`src/hdl/rps_pkg.sv`:
```
package rps_pkg;
   // clock rate of clk_i
   localparam int unsigned CLK_HZ          = 40_000_000;
   localparam int unsigned CLK_PER_US      = CLK_HZ / 1_000_000;
   localparam int unsigned CLK_PER_MS      = CLK_HZ / 1_000;

   // least wait after the core supply settles before bus access
   localparam int unsigned HOLDOFF_MS      = 150;
   localparam int unsigned HOLDOFF_CYCLES  = HOLDOFF_MS * CLK_PER_MS;

   // least regulator settling time before a core reset is released
   localparam int unsigned SETTLE_US       = 10;
   localparam int unsigned SETTLE_CYCLES   = SETTLE_US * CLK_PER_US;

   // least reset time before a power request is dropped
   localparam int unsigned RST_HOLD_US     = 1;
   localparam int unsigned RST_HOLD_CYCLES = RST_HOLD_US * CLK_PER_US;

   // ramp time of the internal core supply
   localparam int unsigned RAMP_US         = 5;
   localparam int unsigned RAMP_CYCLES     = RAMP_US * CLK_PER_US;

   // register word offsets (byte addresses)
   localparam logic [3:0]  CTRL_ADDR       = 4'h0;
   localparam logic [3:0]  STATUS_ADDR     = 4'h4;

   // control field positions
   localparam int unsigned CTRL_WLAN_BIT   = 0;
   localparam int unsigned CTRL_BT_BIT     = 1;
   localparam int unsigned CTRL_FM_BIT     = 2;
   localparam logic [2:0]  CTRL_RESET      = 3'h0;

   // status field positions
   localparam int unsigned ST_WLAN_ON_BIT  = 0;
   localparam int unsigned ST_BT_ON_BIT    = 1;
   localparam int unsigned ST_FM_OK_BIT    = 2;
   localparam int unsigned ST_SUPPLY_BIT   = 3;
   localparam int unsigned ST_ACCESS_BIT   = 4;
   localparam int unsigned ST_WLAN_BSY_BIT = 5;
   localparam int unsigned ST_BT_BSY_BIT   = 6;

   // core index
   localparam int unsigned CORE_WLAN       = 0;
   localparam int unsigned CORE_BT         = 1;

   // per-core power sequence on the host end
   typedef enum logic [3:0] {
      CS_OFF  = 4'b0001,
      CS_RAMP = 4'b0010,
      CS_ON   = 4'b0100,
      CS_DOWN = 4'b1000
   } rps_core_state_t;
endpackage

```
`src/hdl/rps_if.sv`:
```
`timescale 1ns/1ps
interface rps_if;
   logic wlan_power_request;
   logic bluetooth_power_request;
   logic wlan_core_reset_n;
   logic bluetooth_core_reset_n;
   logic core_supply_rail;

   modport host (
      output wlan_power_request,
      output bluetooth_power_request,
      output wlan_core_reset_n,
      output bluetooth_core_reset_n,
      input  core_supply_rail
   );

   modport device (
      input  wlan_power_request,
      input  bluetooth_power_request,
      input  wlan_core_reset_n,
      input  bluetooth_core_reset_n,
      output core_supply_rail
   );
endinterface

```
`src/hdl/rps_host.sv`:
```
// Design decisions made here: the Wishbone interface to the registers and the register offsets.
`timescale 1ns/1ps
// Functional notes
// - wait 150 ms after supply before access
// - regulators enabled by either request
// - wlan reset low keeps wlan off
// - wlan reset active low, always driven
// - bt reset active low, always driven
// - fm shares bt reset; fm needs bt
// - sequencing delays are minimums only
// - requests share one regulator; each reset gates its own sections
module rps_host import rps_pkg::*; #(
   parameter int unsigned HOLDOFF = HOLDOFF_CYCLES,
   parameter int unsigned SETTLE  = SETTLE_CYCLES,
   parameter int unsigned RHOLD   = RST_HOLD_CYCLES
) (
   // clock and reset
   input  wire logic        clk_i,
   input  wire logic        rst_i,
   // wishbone classic slave
   input  wire logic        cyc_i,
   input  wire logic        stb_i,
   input  wire logic        we_i,
   input  wire logic [3:0]  adr_i,
   input  wire logic [3:0]  sel_i,
   input  wire logic [31:0] dat_i,
   output logic      [31:0] dat_o,
   output logic             ack_o,
   // control pins to the chip
   rps_if.host              pins,
   // readiness
   output logic             bus_access_ok_o,
   output logic             wlan_ready_o,
   output logic             bt_ready_o
);
   logic [2:0]  ctrl;
   logic [1:0]  want;
   logic        supply_s;
   logic [31:0] hold_cnt;
   logic        access_ok;
   logic [1:0]  core_req;
   logic [1:0]  core_rst_n;
   logic [1:0]  core_on;
   logic [1:0]  core_busy;
   logic [31:0] status;
   logic        bus_req;
   logic        next_ack;
   logic        wr_ctrl;

   // supply level comes from the chip
   rps_sync #(.WIDTH(1)) u_sync (
      .clk_i (clk_i),
      .rst_i (rst_i),
      .d_i   (pins.core_supply_rail),
      .q_o   (supply_s)
   );

   // wishbone request and single-cycle acknowledge
   assign bus_req  = cyc_i & stb_i;
   assign next_ack = bus_req & ~ack_o;

   always_ff @(posedge clk_i) begin
      if (rst_i) begin
         ack_o <= 1'b0;
      end else begin
         ack_o <= next_ack;
      end
   end

   // control register write, low byte lane only; it lands at the edge where
   // the master samples ack high, so the write and the handshake end together
   assign wr_ctrl = bus_req & ack_o & we_i & sel_i[0] & (adr_i == CTRL_ADDR);

   always_ff @(posedge clk_i) begin
      if (rst_i) begin
         ctrl <= CTRL_RESET;
      end else if (wr_ctrl) begin
         ctrl <= dat_i[2:0];
      end
   end

   assign want[CORE_WLAN] = ctrl[CTRL_WLAN_BIT];
   assign want[CORE_BT]   = ctrl[CTRL_BT_BIT] | ctrl[CTRL_FM_BIT];

   // status word
   always_comb begin
      status                  = 32'h0;
      status[ST_WLAN_ON_BIT]  = core_on[CORE_WLAN];
      status[ST_BT_ON_BIT]    = core_on[CORE_BT];
      status[ST_FM_OK_BIT]    = core_on[CORE_BT] & ctrl[CTRL_FM_BIT];
      status[ST_SUPPLY_BIT]   = supply_s;
      status[ST_ACCESS_BIT]   = access_ok;
      status[ST_WLAN_BSY_BIT] = core_busy[CORE_WLAN];
      status[ST_BT_BSY_BIT]   = core_busy[CORE_BT];
   end

   // read data, unmapped offsets read zero
   // latched with the ack flop, so it stands for the whole ack cycle
   always_ff @(posedge clk_i) begin
      if (rst_i) begin
         dat_o <= 32'h0;
      end else if (next_ack && !we_i) begin
         unique case (adr_i)
            CTRL_ADDR:   dat_o <= {29'h0, ctrl};
            STATUS_ADDR: dat_o <= status;
            default:     dat_o <= 32'h0;
         endcase
      end
   end

   always_ff @(posedge clk_i) begin
      if (rst_i) begin
         hold_cnt  <= 32'h0;
         access_ok <= 1'b0;
      end else if (!supply_s) begin
         hold_cnt  <= 32'h0;
         access_ok <= 1'b0;
      end else if (hold_cnt < HOLDOFF - 1) begin
         hold_cnt <= hold_cnt + 32'h1;
      end else begin
         access_ok <= 1'b1;
      end
   end

   // per-core power sequence
   for (genvar c = 0; c < 2; c++) begin : g_core
      rps_core_state_t state;
      logic [31:0]     cnt;

      always_ff @(posedge clk_i) begin
         if (rst_i) begin
            state <= CS_OFF;
            cnt   <= 32'h0;
         end else begin
            unique case (state)
               CS_OFF: begin
                  cnt <= 32'h0;
                  if (want[c]) begin
                     state <= CS_RAMP;
                  end
               end
               CS_RAMP: begin
                  if (!want[c]) begin
                     cnt   <= 32'h0;
                     state <= CS_DOWN;
                  end else if (!supply_s) begin
                     cnt <= 32'h0;
                  end else if (cnt < SETTLE - 1) begin
                     cnt <= cnt + 32'h1;
                  end else begin
                     cnt   <= 32'h0;
                     state <= CS_ON;
                  end
               end
               CS_ON: begin
                  cnt <= 32'h0;
                  if (!want[c] || !supply_s) begin
                     state <= CS_DOWN;
                  end
               end
               CS_DOWN: begin
                  if (cnt < RHOLD - 1) begin
                     cnt <= cnt + 32'h1;
                  end else begin
                     cnt   <= 32'h0;
                     state <= CS_OFF;
                  end
               end
            endcase
         end
      end

      assign core_req[c]   = ~state[0];
      assign core_rst_n[c] = state[2];
      assign core_on[c]    = state[2];
      assign core_busy[c]  = state[1] | state[3];
   end

   // pins always actively driven
   // each pin decodes one state bit, so it cannot glitch
   assign pins.wlan_power_request      = core_req[CORE_WLAN];
   assign pins.bluetooth_power_request = core_req[CORE_BT];
   assign pins.wlan_core_reset_n       = core_rst_n[CORE_WLAN];
   assign pins.bluetooth_core_reset_n  = core_rst_n[CORE_BT];

   always_ff @(posedge clk_i) begin
      if (rst_i) begin
         bus_access_ok_o <= 1'b0;
         wlan_ready_o    <= 1'b0;
         bt_ready_o      <= 1'b0;
      end else begin
         bus_access_ok_o <= access_ok;
         wlan_ready_o    <= access_ok & core_on[CORE_WLAN];
         bt_ready_o      <= access_ok & core_on[CORE_BT];
      end
   end
endmodule

```
`src/hdl/rps_sync.sv`:
```
`timescale 1ns/1ps
module rps_sync import rps_pkg::*; #(
   parameter int unsigned WIDTH = 1
) (
   // clock and reset
   input  wire logic             clk_i,
   input  wire logic             rst_i,
   // asynchronous level in, synchronised level out
   input  wire logic [WIDTH-1:0] d_i,
   output logic      [WIDTH-1:0] q_o
);
   logic [WIDTH-1:0] meta;

   // two flip-flop chain; meta is read only by q_o
   always_ff @(posedge clk_i) begin
      if (rst_i) begin
         meta <= '0;
         q_o  <= '0;
      end else begin
         meta <= d_i;
         q_o  <= meta;
      end
   end
endmodule

```
`src/flat_wrapper.sv`:
```
// flat-port wrapper written by rule: the top's interface ports become plain ports
module rps_host_flat import rps_pkg::*;
#(
   parameter int unsigned HOLDOFF = HOLDOFF_CYCLES,
   parameter int unsigned SETTLE  = SETTLE_CYCLES,
   parameter int unsigned RHOLD   = RST_HOLD_CYCLES
)
  (clk_i, rst_i, cyc_i, stb_i, we_i, adr_i, sel_i, dat_i, dat_o, ack_o, bus_access_ok_o, wlan_ready_o, bt_ready_o, pins_wlan_power_request, pins_bluetooth_power_request, pins_wlan_core_reset_n, pins_bluetooth_core_reset_n, pins_core_supply_rail);
  rps_if pins_i ();
  input  wire logic clk_i;
  input  wire logic rst_i;
  input  wire logic cyc_i;
  input  wire logic stb_i;
  input  wire logic we_i;
  input  wire logic [3:0] adr_i;
  input  wire logic [3:0] sel_i;
  input  wire logic [31:0] dat_i;
  output logic      [31:0] dat_o;
  output logic ack_o;
  output logic bus_access_ok_o;
  output logic wlan_ready_o;
  output logic bt_ready_o;
  output wire logic [$bits(pins_i.wlan_power_request)-1:0] pins_wlan_power_request;
  output wire logic [$bits(pins_i.bluetooth_power_request)-1:0] pins_bluetooth_power_request;
  output wire logic [$bits(pins_i.wlan_core_reset_n)-1:0] pins_wlan_core_reset_n;
  output wire logic [$bits(pins_i.bluetooth_core_reset_n)-1:0] pins_bluetooth_core_reset_n;
  input wire logic [$bits(pins_i.core_supply_rail)-1:0] pins_core_supply_rail;
  assign pins_wlan_power_request = pins_i.wlan_power_request;
  assign pins_bluetooth_power_request = pins_i.bluetooth_power_request;
  assign pins_wlan_core_reset_n = pins_i.wlan_core_reset_n;
  assign pins_bluetooth_core_reset_n = pins_i.bluetooth_core_reset_n;
  assign pins_i.core_supply_rail = pins_core_supply_rail;
  rps_host #(.HOLDOFF(HOLDOFF), .SETTLE(SETTLE), .RHOLD(RHOLD)) u_core (.clk_i(clk_i), .rst_i(rst_i), .cyc_i(cyc_i), .stb_i(stb_i), .we_i(we_i), .adr_i(adr_i), .sel_i(sel_i), .dat_i(dat_i), .dat_o(dat_o), .ack_o(ack_o), .pins(pins_i), .bus_access_ok_o(bus_access_ok_o), .wlan_ready_o(wlan_ready_o), .bt_ready_o(bt_ready_o));
endmodule
```
`config.mk`:
```
export PLATFORM = sky130hd
export DESIGN_NAME = rps_host_flat
export DESIGN_NICKNAME = d
export VERILOG_FILES = /design/src/hdl/rps_pkg.sv /design/src/hdl/rps_if.sv /design/src/hdl/rps_host.sv /design/src/hdl/rps_sync.sv /design/src/flat_wrapper.sv
export SDC_FILE = /design/constraint.sdc
export NUM_CORES = 1
export LEC_CHECK = 0
export BUFFER_PORTS_ARGS = -buffer_cell sky130_fd_sc_hd__buf_4
export CAP_MARGIN = 0
export CORE_MARGIN = 2
export CORE_UTILIZATION = 40
export CTS_CLUSTER_SIZE = 28
export DETAILED_ROUTE_END_ITERATION = 8
export PLACE_DENSITY = 0.6
export SLEW_MARGIN = 0
export SYNTH_ARGS = -nofsm -noshare
export SYNTH_HDL_FRONTEND = slang
export SYNTH_HIERARCHICAL = 1
export SYNTH_SLANG_ARGS = --single-unit
```
`constraint.sdc`:
```
create_clock -name clk_i -period 5.73 [get_ports clk_i]
set_clock_uncertainty 0.2 [all_clocks]
set_input_delay 0.8595 -clock clk_i [delete_from_list [all_inputs] [get_ports clk_i]]
set_output_delay 0.8595 -clock clk_i [all_outputs]
set_load 0.05 [all_outputs]
```
* After elaboration in Yosys (flattened, before gate mapping) *
Cells that the tools add are included.

storage, ports and cells
  output and inout port bits = 40
  register bits = 146
  word-level logic and storage cells = 95

cells by class
  bitwise operators = 16
  reduce and logical (&&, ||, !) cells = 13
  eq/ne operators = 19
  multiplexer cells = 25
  magnitude comparators = 5
  add/subtract/negate cells = 3

operator list
  operator                                                                count
  32-bit 2-to-1 mux                                                       8
  32-bit one-hot mux with 3 select lines                                  2
  32-bit by 1-bit adder with 32-bit output, second input constant         3
  32-bit by 6-bit < comparator with 1-bit output, second input constant   2
  32-bit by 9-bit < comparator with 1-bit output, second input constant   2
  4-bit 2-to-1 mux                                                        12
  32-bit by 23-bit < comparator with 1-bit output, second input constant  1
  4-bit one-hot mux with 4 select lines                                   2
  7-bit one-hot mux with 2 select lines                                   1
  4-bit by 3-bit equality test with 1-bit output, second input constant   3
  3-bit != test, second input constant                                    4
  5-bit AND reduction                                                     2
  1-bit AND                                                               9
  4-bit by 1-bit equality test with 1-bit output, second input constant   2
  4-bit by 2-bit equality test with 1-bit output, second input constant   2
  4-bit equality test, second input constant                              2
  2-bit by 1-bit != test with 1-bit output, second input constant         4
  2-bit OR reduction                                                      3
  1-bit logical NOT                                                       4
  4-bit logical NOT                                                       1
  2-bit != test, second input constant                                    2
  1-bit NOT                                                               4
  1-bit OR                                                                3
  1-bit logical OR                                                        2
  1-bit logical AND                                                       1

* Depth between registers and ports, before layout *
Gate-level depths: netlist (run 1).

  depth after elaboration = 5
  gate-level depth with buffers = 8

* By module *
The synthesis (run 1) kept the hierarchy.

modules (own cells, without submodules)
  module    area an instance (um2)  times used  seq. area each (um2)  cells each
  rps_host  4545.6                  1           2382.3                469
  rps_sync  52.6                    1           40.0                  4

* Worst setup path after synthesis (run 1) *
OpenSTA, ideal clock, no wires.

  kind = input to register
  from = input adr_i[1]
  to = register u_core.ctrl[0]
  setup slack = 3.439 ns
  library setup time = 0.128 ns
  path buffers = 0
  stages = 4
  arrival = 1.963 ns
  path through = or3_1 -> nor3_1 -> mux2i_1 -> nor2_1

on the way
  longest elaborated chain between the ends = 2

RTL lines
  what                  RTL line            text
  start, declared       flat_wrapper.sv:15  input wire logic [3:0] adr_i;
  4-bit logical NOT     rps_host.sv:72      assign wr_ctrl = bus_req & ack_o & we_i & sel_i[0] & (adr_i == CTRL_ADDR);
  1-bit AND             rps_host.sv:72
  end signal, assigned  rps_host.sv:78      ctrl <= dat_i[2:0];
  end, declared         rps_host.sv:36      logic [2:0] ctrl;

Every way passes these cells.
A chain may end at the register's enable or synchronous reset.

* Final worst setup path (run 1) *
  from = register u_core.hold_cnt[28]
  to = register u_core.hold_cnt[20]

on the way
  longest elaborated chain between the ends = 1

RTL lines
  what                                             RTL line         text
  start, declared                                  rps_host.sv:39   logic [31:0] hold_cnt;
  start signal, assigned                           rps_host.sv:119  hold_cnt <= hold_cnt + 32'h1;
  32-bit by 23-bit < comparator with 1-bit output  rps_host.sv:118  end else if (hold_cnt < HOLDOFF - 1) begin

Every way passes these cells.

==> results of run 1 <==
worst max path at each step:
stage | start | endpoint | slack (ns) | depth (start not counted)
after floorplan | adr_i[1] | u_core/ctrl[0] | 3.44 | 4
after global placement | u_core/hold_cnt[28] | u_core/hold_cnt[20] | 3.09 | 6
after detailed placement | u_core/hold_cnt[28] | u_core/hold_cnt[20] | 3.06 | 6
after CTS | u_core/hold_cnt[28] | u_core/hold_cnt[20] | 3.04 | 6
after global routing | u_core/hold_cnt[28] | u_core/hold_cnt[20] | 2.84 | 6
final | u_core/hold_cnt[28] | u_core/hold_cnt[20] | 3.04 | 6
worst max-delay path, cell delays in order, from the launching register on:
cell and delay [ns]:
sky130_fd_sc_hd__dfxtp_1 0.31, sky130_fd_sc_hd__nor4_1 0.30, sky130_fd_sc_hd__nand3_1 0.15, sky130_fd_sc_hd__a41oi_2 0.59, sky130_fd_sc_hd__nand3_4 0.32, sky130_fd_sc_hd__or4_1 0.57
sky130_fd_sc_hd__a21oi_1 0.15
area by class of cell:
class / instances / area [um^2]
Clock buffer: 19 / 453
Fill cell: 1040 / 5770
Timing Repair Buffer: 28 / 210
Inverter: 10 / 37.5
Clock inverter: 13 / 120
Tap cell: 143 / 179
Sequential cell: 121 / 2420
Multi-Input combinational cell: 371 / 2130
state kept, by name (all words and copies together) (netlist names):
signal and flops:
u_core/g_core.state 8, u_core/u_sync/q_o 1, u_core/ack_o 1, u_core/dat_o 7, u_core/wlan_ready_o 1, u_core/access_ok 1, u_core/ctrl 3, u_core/g_core.cnt 64
u_core/bt_ready_o 1, u_core/bus_access_ok_o 1, u_core/hold_cnt 32, u_core/u_sync/meta 1
report_power, final:
group / switching [W] / internal [W]
clock network: 0.000372 / 0.000622
registers: 0.0000378 / 0.000875
logic: 0.000129 / 0.0000712
total: 0.000539 / 0.00157
synth_stat cells (4+ instances only):
cell type,instances
sky130_fd_sc_hd__dfxtp_1,121
sky130_fd_sc_hd__nor2_1,53
sky130_fd_sc_hd__buf_4,25
sky130_fd_sc_hd__a21oi_1,24
sky130_fd_sc_hd__nand2_1,19
sky130_fd_sc_hd__nor3_1,18
sky130_fd_sc_hd__nand3_1,17
sky130_fd_sc_hd__xor2_1,16
sky130_fd_sc_hd__o21ai_0,14
sky130_fd_sc_hd__and2_1,13
sky130_fd_sc_hd__nor4_1,12
sky130_fd_sc_hd__and3_1,11
sky130_fd_sc_hd__clkbuf_1,10
sky130_fd_sc_hd__inv_1,10
sky130_fd_sc_hd__nand4_1,10
sky130_fd_sc_hd__or3_1,10
sky130_fd_sc_hd__xnor2_1,10
sky130_fd_sc_hd__mux2i_1,7
sky130_fd_sc_hd__nor2b_1,6
sky130_fd_sc_hd__o31ai_1,6
sky130_fd_sc_hd__or4_1,6
sky130_fd_sc_hd__a211oi_1,4
sky130_fd_sc_hd__buf_2,4
routing by layer:
| metal | global-route usage [%] | wire (um) | up-vias |
|---|---|---|---|
| met5 | 0 | 0 | - |
| met4 | 7.16 | 161 | 0 |
| met3 | 5.69 | 483 | 12 |
| met2 | 23.8 | 3940 | 84 |
| met1 | 17.1 | 3670 | 1561 |
| li1 | - | - | 1728 |
cells by family after synthesis:
group | after synthesis | synth area share [%]
AND/OR/NAND/NOR | 191 | 22.2
flip-flops | 121 | 52.7
adder cells (fa/ha/maj) | 3 | 0.816
AO/OA/AOI/OAI | 73 | 11.1
XOR/XNOR | 26 | 4.95
other | 1 | 0.0816
buffers and inverters | 51 | 6.64
multiplexers | 7 | 1.52
stage by stage:
stage          std cells  hold WS, ns  utilization (%)
2_1_floorplan        543        0.213                -
3_3_place_gp         673        0.224             44.0
3_5_place_dp         673        0.231             44.0
4_1_cts              705        0.245             49.1
5_1_grt              705        0.282             49.1
6_report             705        0.240             49.1
==> report_table.html, run 1 <==
<table>
<tr><th>Metric</th><th>Value</th></tr>
<tr><th colspan="2">Run status</th></tr>
<tr><td>Result of the run</td><td>finished clean</td></tr>
<tr><th colspan="2">Synth</th></tr>
<tr><td>Synthesized instance count</td><td>473</td></tr>
<tr><td>Commonest register cell after synthesis</td><td>sky130_fd_sc_hd__dfxtp_1</td></tr>
<tr><td>Leading area contributor after synthesis</td><td>sky130_fd_sc_hd__dfxtp_1</td></tr>
<tr><td>FF+latch count, synth</td><td>121</td></tr>
<tr><td>Synthesis Warnings</td><td>6</td></tr>
<tr><td>Top area cells in the synthesized netlist</td><td>sky130_fd_sc_hd__dfxtp_1 53%, sky130_fd_sc_hd__nor2_1 4.3%, sky130_fd_sc_hd__buf_4 4.1%</td></tr>
<tr><td>Share of flip-flops with an asynchronous set or reset</td><td>0%</td></tr>
<tr><td>Number of distinct library cell variants in the gate-level netlist after synthesis</td><td>56</td></tr>
<tr><td>Number of synthesized flops with an enable pin</td><td>0</td></tr>
<tr><td>Sequential share of the synthesized area</td><td>52.7%</td></tr>
<tr><td>Area share of the leading cell type in the synthesized netlist</td><td>52.7%</td></tr>
<tr><td>Total standard cell area after synthesis</td><td>4600 um^2</td></tr>
<tr><td>Average cell area after synthesis</td><td>9.72 um^2</td></tr>
<tr><th colspan="2">Detailed routing</th></tr>
<tr><td>Total via count in the routed design</td><td>3,385</td></tr>
<tr><td>Count of routing violations after the opening detailed-route iteration</td><td>134</td></tr>
<tr><td>Drt drc</td><td>0</td></tr>
<tr><td>Number of nets with antenna violations after routing</td><td>0</td></tr>
<tr><td>Vias per cell</td><td>4.80</td></tr>
<tr><td>Routed WL</td><td>8260 um</td></tr>
<tr><td>Number of detailed-routing iterations run before antenna repair</td><td>4</td></tr>
<tr><td>Wire per inst</td><td>11.7 um</td></tr>
<tr><th colspan="2">Floorplanning</th></tr>
<tr><td>Standard cell core area</td><td>11,300 um^2</td></tr>
<tr><td>Cell row count</td><td>39</td></tr>
<tr><td>I/O Pins</td><td>86</td></tr>
<tr><td>Die Y</td><td>111 um</td></tr>
<tr><td>Die width</td><td>111 um</td></tr>
<tr><td>Area of the die</td><td>12,400 um^2</td></tr>
<tr><td>Initial core utilization</td><td>40.6%</td></tr>
<tr><th colspan="2">STA</th></tr>
<tr><td>Max Clock Freq</td><td>372 MHz</td></tr>
<tr><td>Shortest clock period the worst path allows after layout</td><td>2.69 ns</td></tr>
<tr><td>Worst-margin pin slew</td><td>0.789 ns</td></tr>
<tr><td>Number of hold-slack violations in the final timing report</td><td>0</td></tr>
<tr><td>Post-Route Setup TNS</td><td>0 ns</td></tr>
<tr><td>Setup slack after layout</td><td>3.04 ns</td></tr>
<tr><td>Max-slew headroom</td><td>47.3%</td></tr>
<tr><td>Share of the clock period used by the worst path after layout</td><td>47.0%</td></tr>
<tr><td>Setup violators final</td><td>0</td></tr>
<tr><td>RSZ-0062 raised after global routing</td><td>false</td></tr>
<tr><td>Max-slew violations</td><td>0</td></tr>
<tr><th colspan="2">Critical path</th></tr>
<tr><td>Endpoint type of the worst setup path</td><td>register</td></tr>
<tr><td>Critical path start-end classification</td><td>register to register</td></tr>
<tr><td>Data arrival, critical path</td><td>2.80 ns</td></tr>
<tr><td>Reg-to-reg startpoint</td><td>u_core/hold_cnt[28]</td></tr>
<tr><td>Minimum setup slack among reg-to-reg paths</td><td>3.04 ns</td></tr>
<tr><td>Worst path required time</td><td>5.84 ns</td></tr>
<tr><td>Worst Reg2Reg Path Length in Cells</td><td>6</td></tr>
<tr><td>Highest fanout seen on the critical path</td><td>17</td></tr>
<tr><td>End of the worst register-to-register path</td><td>u_core/hold_cnt[20]</td></tr>
<tr><td>Category of the worst setup path launch point</td><td>register</td></tr>
<tr><th colspan="2">Placed design</th></tr>
<tr><td>Routability congestion estimate from global placement</td><td>0.852</td></tr>
<tr><td>Placement-stage worst setup slack</td><td>3.06 ns</td></tr>
<tr><td>Total half-perimeter wirelength after legalization and detailed placement</td><td>5640 um</td></tr>
<tr><td>Total cell area at the placement stage</td><td>4980 um^2</td></tr>
<tr><td>Number of I/O port buffers</td><td>28</td></tr>
<tr><th colspan="2">Run</th></tr>
<tr><td>Maxcap violations</td><td>0</td></tr>
<tr><th colspan="2">Layout</th></tr>
<tr><td>Area delta synth-&gt;final</td><td>20.8%</td></tr>
<tr><td>Net count of the finished layout</td><td>598</td></tr>
<tr><td>Top library cells by usage in the layout, fill and taps aside</td><td>121 x sky130_fd_sc_hd__dfxtp_1, 71 x sky130_fd_sc_hd__conb_1, 53 x sky130_fd_sc_hd__nor2_1, 28 x sky130_fd_sc_hd__buf_4, 24 x sky130_fd_sc_hd__a21oi_1</td></tr>
<tr><td>Most common library cell in the layout ignoring fill and taps</td><td>sky130_fd_sc_hd__dfxtp_1</td></tr>
<tr><td>Share of final-layout standard cells stronger than drive strength 1</td><td>13.0%</td></tr>
<tr><td>Total inserted antenna cells</td><td>0</td></tr>
<tr><td>Final std cell area, no fill</td><td>5560 um^2</td></tr>
<tr><th colspan="2">GRT</th></tr>
<tr><td>Total gr overflow</td><td>0</td></tr>
<tr><td>Antenna violations before repair</td><td>0</td></tr>
<tr><td>Global-route usage over all layers</td><td>14.7%</td></tr>
<tr><td>Vias in the first global route</td><td>3,334</td></tr>
<tr><td>Maximum number of pins on one net before global-route repair</td><td>24</td></tr>
<tr><td>First-pass GRT wire length</td><td>14,700 um</td></tr>
<tr><th colspan="2">Clock network</th></tr>
<tr><td>CTS tree</td><td>yes</td></tr>
<tr><td>Cts bufs inserted</td><td>17</td></tr>
<tr><td>Root Buffer Master</td><td>sky130_fd_sc_hd__clkbuf_16</td></tr>
<tr><td>Number of buffers inserted by post-CTS setup repair</td><td>0</td></tr>
<tr><td>Htree depth</td><td>4</td></tr>
<tr><td>Clock Pin Slew Worst Setup and Hold Paths</td><td>0.05 ns</td></tr>
<tr><td>Post-cts resize count</td><td>0</td></tr>
<tr><td>Number of hold-repair buffers added at the cts stage</td><td>0</td></tr>
<tr><td>Skew-Pair Late Insertion Delay</td><td>0.40 ns</td></tr>
<tr><td>Clock Sinks</td><td>121</td></tr>
<tr><td>Maximum buffer depth of the clock tree</td><td>2</td></tr>
<tr><th colspan="2">Worst hold path</th></tr>
<tr><td>Worst Hold Launch</td><td>u_core/g_core[0].cnt[0]</td></tr>
<tr><td>Hold WC Path Type</td><td>register to register</td></tr>
<tr><td>Hold Path Stages</td><td>1</td></tr>
<tr><td>Terminating pin of the worst hold path</td><td>u_core/g_core[0].cnt[0]</td></tr>
<tr><th colspan="2">Power and ir drop</th></tr>
<tr><td>Worst ir drop on vdd</td><td>0.247 mV</td></tr>
<tr><td>Power density cells</td><td>379 nW/um^2</td></tr>
<tr><td>Leakage</td><td>2.25 nW</td></tr>
<tr><td>Post-route total power</td><td>0.00211 W</td></tr>
</table>
Power figures use the tool's default switching activity.
==> run 2: changes to the inputs <==
--- a/config.mk
+++ b/config.mk
@@ -5,13 +5,14 @@
 export SDC_FILE = /design/constraint.sdc
 export NUM_CORES = 1
 export LEC_CHECK = 0
+export ABC_AREA = 1
 export BUFFER_PORTS_ARGS = -buffer_cell sky130_fd_sc_hd__buf_4
 export CAP_MARGIN = 0
 export CORE_MARGIN = 2
 export CORE_UTILIZATION = 40
 export CTS_CLUSTER_SIZE = 28
 export DETAILED_ROUTE_END_ITERATION = 8
-export PLACE_DENSITY = 0.6
+export PLACE_DENSITY = 0.59
 export SLEW_MARGIN = 0
 export SYNTH_ARGS = -nofsm -noshare
 export SYNTH_HDL_FRONTEND = slang
==> constraint.sdc (replaced) <==
create_clock -name clk_i -period 2.79 [get_ports clk_i]
set_clock_uncertainty 0.2 [all_clocks]
set_input_delay 0.4185 -clock clk_i [delete_from_list [all_inputs] [get_ports clk_i]]
set_output_delay 0.4185 -clock clk_i [all_outputs]
set_load 0.05 [all_outputs]
==> run 2 against run 1 <==
Effect of this change: sequential share of layout area is 4.2 points lower; die area up 8.5%; power grew 140%; clock power increased by 140%; fmax up 19%; setup slack got worse by 2.5 ns; worst hold slack worse by 0.19 ns; largest cell class unchanged; highest routed layer unchanged.
==> report_table.html, run 2 <==
<table>
<tr><th>Metric</th><th>Value</th></tr>
<tr><th colspan="2">Run status</th></tr>
<tr><td>Result of the run</td><td>finished clean</td></tr>
<tr><th colspan="2">Layout</th></tr>
<tr><td>Most common library cell in the layout ignoring fill and taps</td><td>sky130_fd_sc_hd__nand2_1</td></tr>
<tr><td>Multi-input logic area</td><td>2310 um^2</td></tr>
<tr><td>Net count of the finished layout</td><td>808</td></tr>
<tr><td>Area delta synth-&gt;final</td><td>22.9%</td></tr>
<tr><td>Sequential cell area</td><td>2420 um^2</td></tr>
<tr><td>Top library cells by usage in the layout, fill and taps aside</td><td>141 x sky130_fd_sc_hd__nand2_1, 125 x sky130_fd_sc_hd__nor2_1, 121 x sky130_fd_sc_hd__dfxtp_1, 75 x sky130_fd_sc_hd__inv_1, 71 x sky130_fd_sc_hd__conb_1</td></tr>
<tr><td>Most flops, register</td><td>u_core/g_core.cnt</td></tr>
<tr><td>Biggest regs</td><td>u_core/g_core.cnt (64), u_core/hold_cnt (32), u_core/g_core.state (8)</td></tr>
<tr><td>Filler Cell Count</td><td>1,185</td></tr>
<tr><td>Share of final-layout standard cells stronger than drive strength 1</td><td>9.07%</td></tr>
<tr><td>Number of flip-flops in the largest register</td><td>64</td></tr>
<tr><td>Post-Route Utilization</td><td>50.7%</td></tr>
<tr><td>Total inserted antenna cells</td><td>0</td></tr>
<tr><th colspan="2">Synth</th></tr>
<tr><td>Dominant combinational cell family by area after synthesis</td><td>simple AND/OR/NAND/NOR gates</td></tr>
<tr><td>FF+latch count, synth</td><td>121</td></tr>
<tr><td>XOR/XNOR share of the synthesized area</td><td>4.55%</td></tr>
<tr><td>Most frequent cell after synthesis</td><td>sky130_fd_sc_hd__nand2_1</td></tr>
<tr><td>Mux contribution to synthesized area</td><td>0%</td></tr>
<tr><td>Top area cells in the synthesized netlist</td><td>sky130_fd_sc_hd__dfxtp_1 48%, sky130_fd_sc_hd__nand2_1 11%, sky130_fd_sc_hd__nor2_1 9.4%</td></tr>
<tr><td>Ranking of synthesized cells by instance count</td><td>141 x sky130_fd_sc_hd__nand2_1, 125 x sky130_fd_sc_hd__nor2_1, 121 x sky130_fd_sc_hd__dfxtp_1, 75 x sky130_fd_sc_hd__inv_1, 59 x sky130_fd_sc_hd__nand3_1</td></tr>
<tr><td>Simple logic cell fraction of the synthesized area</td><td>30.3%</td></tr>
<tr><td>Total standard cell area after synthesis</td><td>5000 um^2</td></tr>
<tr><td>Average cell area after synthesis</td><td>7.43 um^2</td></tr>
<tr><td>Number of synthesized flops with an enable pin</td><td>0</td></tr>
<tr><td>Synthesis Warnings</td><td>6</td></tr>
<tr><td>Share of flip-flops with an asynchronous set or reset</td><td>0%</td></tr>
<tr><td>Commonest register cell after synthesis</td><td>sky130_fd_sc_hd__dfxtp_1</td></tr>
<tr><td>Area share of the leading cell type in the synthesized netlist</td><td>48.4%</td></tr>
<tr><td>Complex-gate fraction of the synthesized area</td><td>5.25%</td></tr>
<tr><td>Synthesized instance count</td><td>673</td></tr>
<tr><td>Sequential share of the synthesized area</td><td>48.4%</td></tr>
<tr><td>Number of distinct library cell variants in the gate-level netlist after synthesis</td><td>31</td></tr>
<tr><td>Leading area contributor after synthesis</td><td>sky130_fd_sc_hd__dfxtp_1</td></tr>
<tr><td>Post-synthesis adder-cell area fraction</td><td>0.750%</td></tr>
<tr><th colspan="2">Power and ir drop</th></tr>
<tr><td>Worst ir drop on vdd</td><td>0.373 mV</td></tr>
<tr><td>Clock share of power</td><td>48.9%</td></tr>
<tr><td>Leakage</td><td>2.62 nW</td></tr>
<tr><td>Power share of the combinational group</td><td>13.1%</td></tr>
<tr><td>Sequential cell fraction of total power</td><td>38.0%</td></tr>
<tr><td>Switch share</td><td>26.5%</td></tr>
<tr><td>Pint</td><td>0.00364 W</td></tr>
<tr><td>Power density cells</td><td>806 nW/um^2</td></tr>
<tr><td>NetSw</td><td>0.00131 W</td></tr>
<tr><th colspan="2">Critical path</th></tr>
<tr><td>Endpoint type of the worst setup path</td><td>register</td></tr>
<tr><td>Data arrival, critical path</td><td>2.37 ns</td></tr>
<tr><td>Critical path start-end classification</td><td>register to register</td></tr>
<tr><td>Worst Reg2Reg Path Length in Cells</td><td>12</td></tr>
<tr><td>Cell type with the highest occurrence count on the critical path</td><td>sky130_fd_sc_hd__nand2_1</td></tr>
<tr><td>Category of the worst setup path launch point</td><td>register</td></tr>
<tr><td>End of the worst register-to-register path</td><td>u_core/hold_cnt[1]</td></tr>
<tr><td>Highest fanout seen on the critical path</td><td>24</td></tr>
<tr><td>Buffers &amp; Inverters on Critical Path</td><td>1</td></tr>
<tr><td>Cell Chain, Critical Path</td><td>ha_1 &gt; nand3_2 &gt; nor2_4 &gt; nand2_1 &gt; nand2_1 &gt; nand2_1 &gt; nand2_1 &gt; nand2_2 &gt; nand2_4 &gt; inv_1 &gt; nor2_1 &gt; nor2_1</td></tr>
<tr><td>Minimum setup slack among reg-to-reg paths</td><td>0.53 ns</td></tr>
<tr><td>Logic depth of the worst setup path including buffers</td><td>12</td></tr>
<tr><td>Reg-to-reg startpoint</td><td>u_core/hold_cnt[0]</td></tr>
<tr><td>Cell at the slowest stage of the critical path</td><td>sky130_fd_sc_hd__dfxtp_1</td></tr>
<tr><td>Worst path required time</td><td>2.90 ns</td></tr>
<tr><td>Largest stage delay on the critical path</td><td>0.41 ns</td></tr>
<tr><td>Kind of cell adding the most delay to the critical path</td><td>simple AND/OR/NAND/NOR gates</td></tr>
<tr><th colspan="2">Clock network</th></tr>
<tr><td>CTS tree</td><td>yes</td></tr>
<tr><td>Clock Sinks</td><td>121</td></tr>
<tr><td>Cts bufs inserted</td><td>17</td></tr>
<tr><td>Htree depth</td><td>4</td></tr>
<tr><td>Skew-Pair Late Insertion Delay</td><td>0.42 ns</td></tr>
<tr><td>Root Buffer Master</td><td>sky130_fd_sc_hd__clkbuf_16</td></tr>
<tr><td>Post-cts resize count</td><td>0</td></tr>
<tr><td>Clock Pin Slew Worst Setup and Hold Paths</td><td>0.05 ns</td></tr>
<tr><td>Maximum buffer depth of the clock tree</td><td>2</td></tr>
<tr><td>Number of buffers inserted by post-CTS setup repair</td><td>0</td></tr>
<tr><th colspan="2">GRT</th></tr>
<tr><td>Antenna violations before repair</td><td>0</td></tr>
<tr><td>Maximum number of pins on one net before global-route repair</td><td>25</td></tr>
<tr><td>Total gr overflow</td><td>0</td></tr>
<tr><td>Global-route usage over all layers</td><td>15.7%</td></tr>
<tr><td>First-pass GRT wire length</td><td>16,400 um</td></tr>
<tr><td>Vias in the first global route</td><td>3,726</td></tr>
<tr><th colspan="2">Floorplanning</th></tr>
<tr><td>Die width</td><td>116 um</td></tr>
<tr><td>Standard cell core area</td><td>12,100 um^2</td></tr>
<tr><td>Cell row count</td><td>40</td></tr>
<tr><td>I/O Pins</td><td>86</td></tr>
<tr><td>Initial core utilization</td><td>41.3%</td></tr>
<tr><td>Area of the die</td><td>13,400 um^2</td></tr>
<tr><td>Die Y</td><td>116 um</td></tr>
<tr><th colspan="2">Placed design</th></tr>
<tr><td>Number of I/O port buffers</td><td>28</td></tr>
<tr><td>Routability congestion estimate from global placement</td><td>0.896</td></tr>
<tr><td>Total half-perimeter wirelength after legalization and detailed placement</td><td>7010 um</td></tr>
<tr><th colspan="2">Detailed routing</th></tr>
<tr><td>Total via count in the routed design</td><td>4,197</td></tr>
<tr><td>Number of detailed-routing iterations run before antenna repair</td><td>5</td></tr>
<tr><td>Routed WL</td><td>9720 um</td></tr>
<tr><td>Wire per inst</td><td>10.3 um</td></tr>
<tr><td>Number of nets with antenna violations after routing</td><td>0</td></tr>
<tr><td>Count of routing violations after the opening detailed-route iteration</td><td>263</td></tr>
<tr><td>Vias per cell</td><td>4.46</td></tr>
<tr><td>Drt drc</td><td>0</td></tr>
<tr><th colspan="2">STA</th></tr>
<tr><td>Worst-margin pin slew</td><td>0.621 ns</td></tr>
<tr><td>Setup violators final</td><td>0</td></tr>
<tr><td>Shortest clock period the worst path allows after layout</td><td>2.26 ns</td></tr>
<tr><td>Number of hold-slack violations in the final timing report</td><td>0</td></tr>
<tr><td>Max Clock Freq</td><td>442 MHz</td></tr>
<tr><td>Post-Route Setup TNS</td><td>0 ns</td></tr>
<tr><td>Max-slew violations</td><td>0</td></tr>
<tr><td>RSZ-0062 raised after global routing</td><td>false</td></tr>
<tr><td>Share of the clock period used by the worst path after layout</td><td>81.2%</td></tr>
<tr><td>Max-slew headroom</td><td>58.4%</td></tr>
<tr><th colspan="2">Run</th></tr>
<tr><td>Maxcap violations</td><td>0</td></tr>
<tr><th colspan="2">Worst hold path</th></tr>
<tr><td>Worst Hold Launch</td><td>rst_i</td></tr>
<tr><td>Terminating pin of the worst hold path</td><td>u_core/u_sync/q_o</td></tr>
<tr><td>Hold WC Path Type</td><td>input port to register</td></tr>
<tr><td>Hold Path Stages</td><td>2</td></tr>
</table>
## run 2: cells by family (layout without fill, tap and decap cells)
kind of cell,Yosys count,after routing
XOR/XNOR,26,26
buffers and inverters,112,141
flip-flops,121,121
AND/OR/NAND/NOR,360,360
other,1,71
AO/OA/AOI/OAI,50,50
adder cells (fa/ha/maj),3,3
## run 2: what timing repair did
item,in CTS,in global routing
endpoints found under the setup margin,0,0
endpoints found under the hold margin,1,0
hold buffers,1,0
## run 2: stage by stage
stage | area [um^2] | total power (W) | hold slack (ns) | cells | setup WS, ns
2_1_floorplan | 5270 | 0.00242 | 0.188 | 743 | 0.933
3_3_place_gp | 5470 | 0.00253 | 0.193 | 907 | 0.584
3_5_place_dp | 5470 | 0.00255 | 0.198 | 907 | 0.531
4_1_cts | 6150 | 0.00500 | 0.0445 | 940 | 0.514
5_1_grt | 6150 | 0.00518 | 0.0530 | 940 | 0.341
6_report | 6150 | 0.00495 | 0.0515 | 940 | 0.525
## run 2: how the worst max path moves through the flow
stage                                  start             endpoint  slack [ns]
after detailed placement  u_core/hold_cnt[0]   u_core/hold_cnt[1]        0.53
final                     u_core/hold_cnt[0]   u_core/hold_cnt[1]        0.53
after floorplan           u_core/hold_cnt[0]  u_core/hold_cnt[15]        0.93
after global placement    u_core/hold_cnt[0]   u_core/hold_cnt[1]        0.58
after global routing      u_core/hold_cnt[0]   u_core/hold_cnt[1]        0.34
after CTS                 u_core/hold_cnt[0]   u_core/hold_cnt[1]        0.51
## run 2: worst reg2reg max path, stage by stage, from the launching register on
cell and delay (ns):
sky130_fd_sc_hd__dfxtp_1 0.41, sky130_fd_sc_hd__ha_1 0.33, sky130_fd_sc_hd__nand3_2 0.21, sky130_fd_sc_hd__nor2_4 0.17
sky130_fd_sc_hd__nand2_1 0.06, sky130_fd_sc_hd__nand2_1 0.08, sky130_fd_sc_hd__nand2_1 0.05, sky130_fd_sc_hd__nand2_1 0.08
sky130_fd_sc_hd__nand2_2 0.08, sky130_fd_sc_hd__nand2_4 0.23, sky130_fd_sc_hd__inv_1 0.11, sky130_fd_sc_hd__nor2_1 0.10
sky130_fd_sc_hd__nor2_1 0.05
## run 2: layer usage
metal | vias up | GRT usage [%] | part of all wire, %
met2 | 105 | 23.3 | 44
met3 | 21 | 4.97 | 5.8
met5 | - | 0 | 0
met4 | 0 | 8.57 | 2.0
met1 | 1881 | 20.2 | 49
li1 | 2190 | - | -
## run 2: layout make-up
type,instances,share of cell area (%)
repair buffers,33,4.07
clock inverters,13,3.48
inverters,76,4.64
multi-input cells,510,37.6
flip-flops and latches,121,39.4
well taps,168,3.42
clock buffers,19,7.37
## run 2: power by group through the flow
stage	sequential [W]	combinational [W]	clock (W)
3_5_place_dp	0.00192	0.000633	0
5_1_grt	0.00189	0.000710	0.00258
3_3_place_gp	0.00191	0.000617	0
6_report	0.00188	0.000649	0.00242
4_1_cts	0.00188	0.000641	0.00248
2_1_floorplan	0.00195	0.000467	0
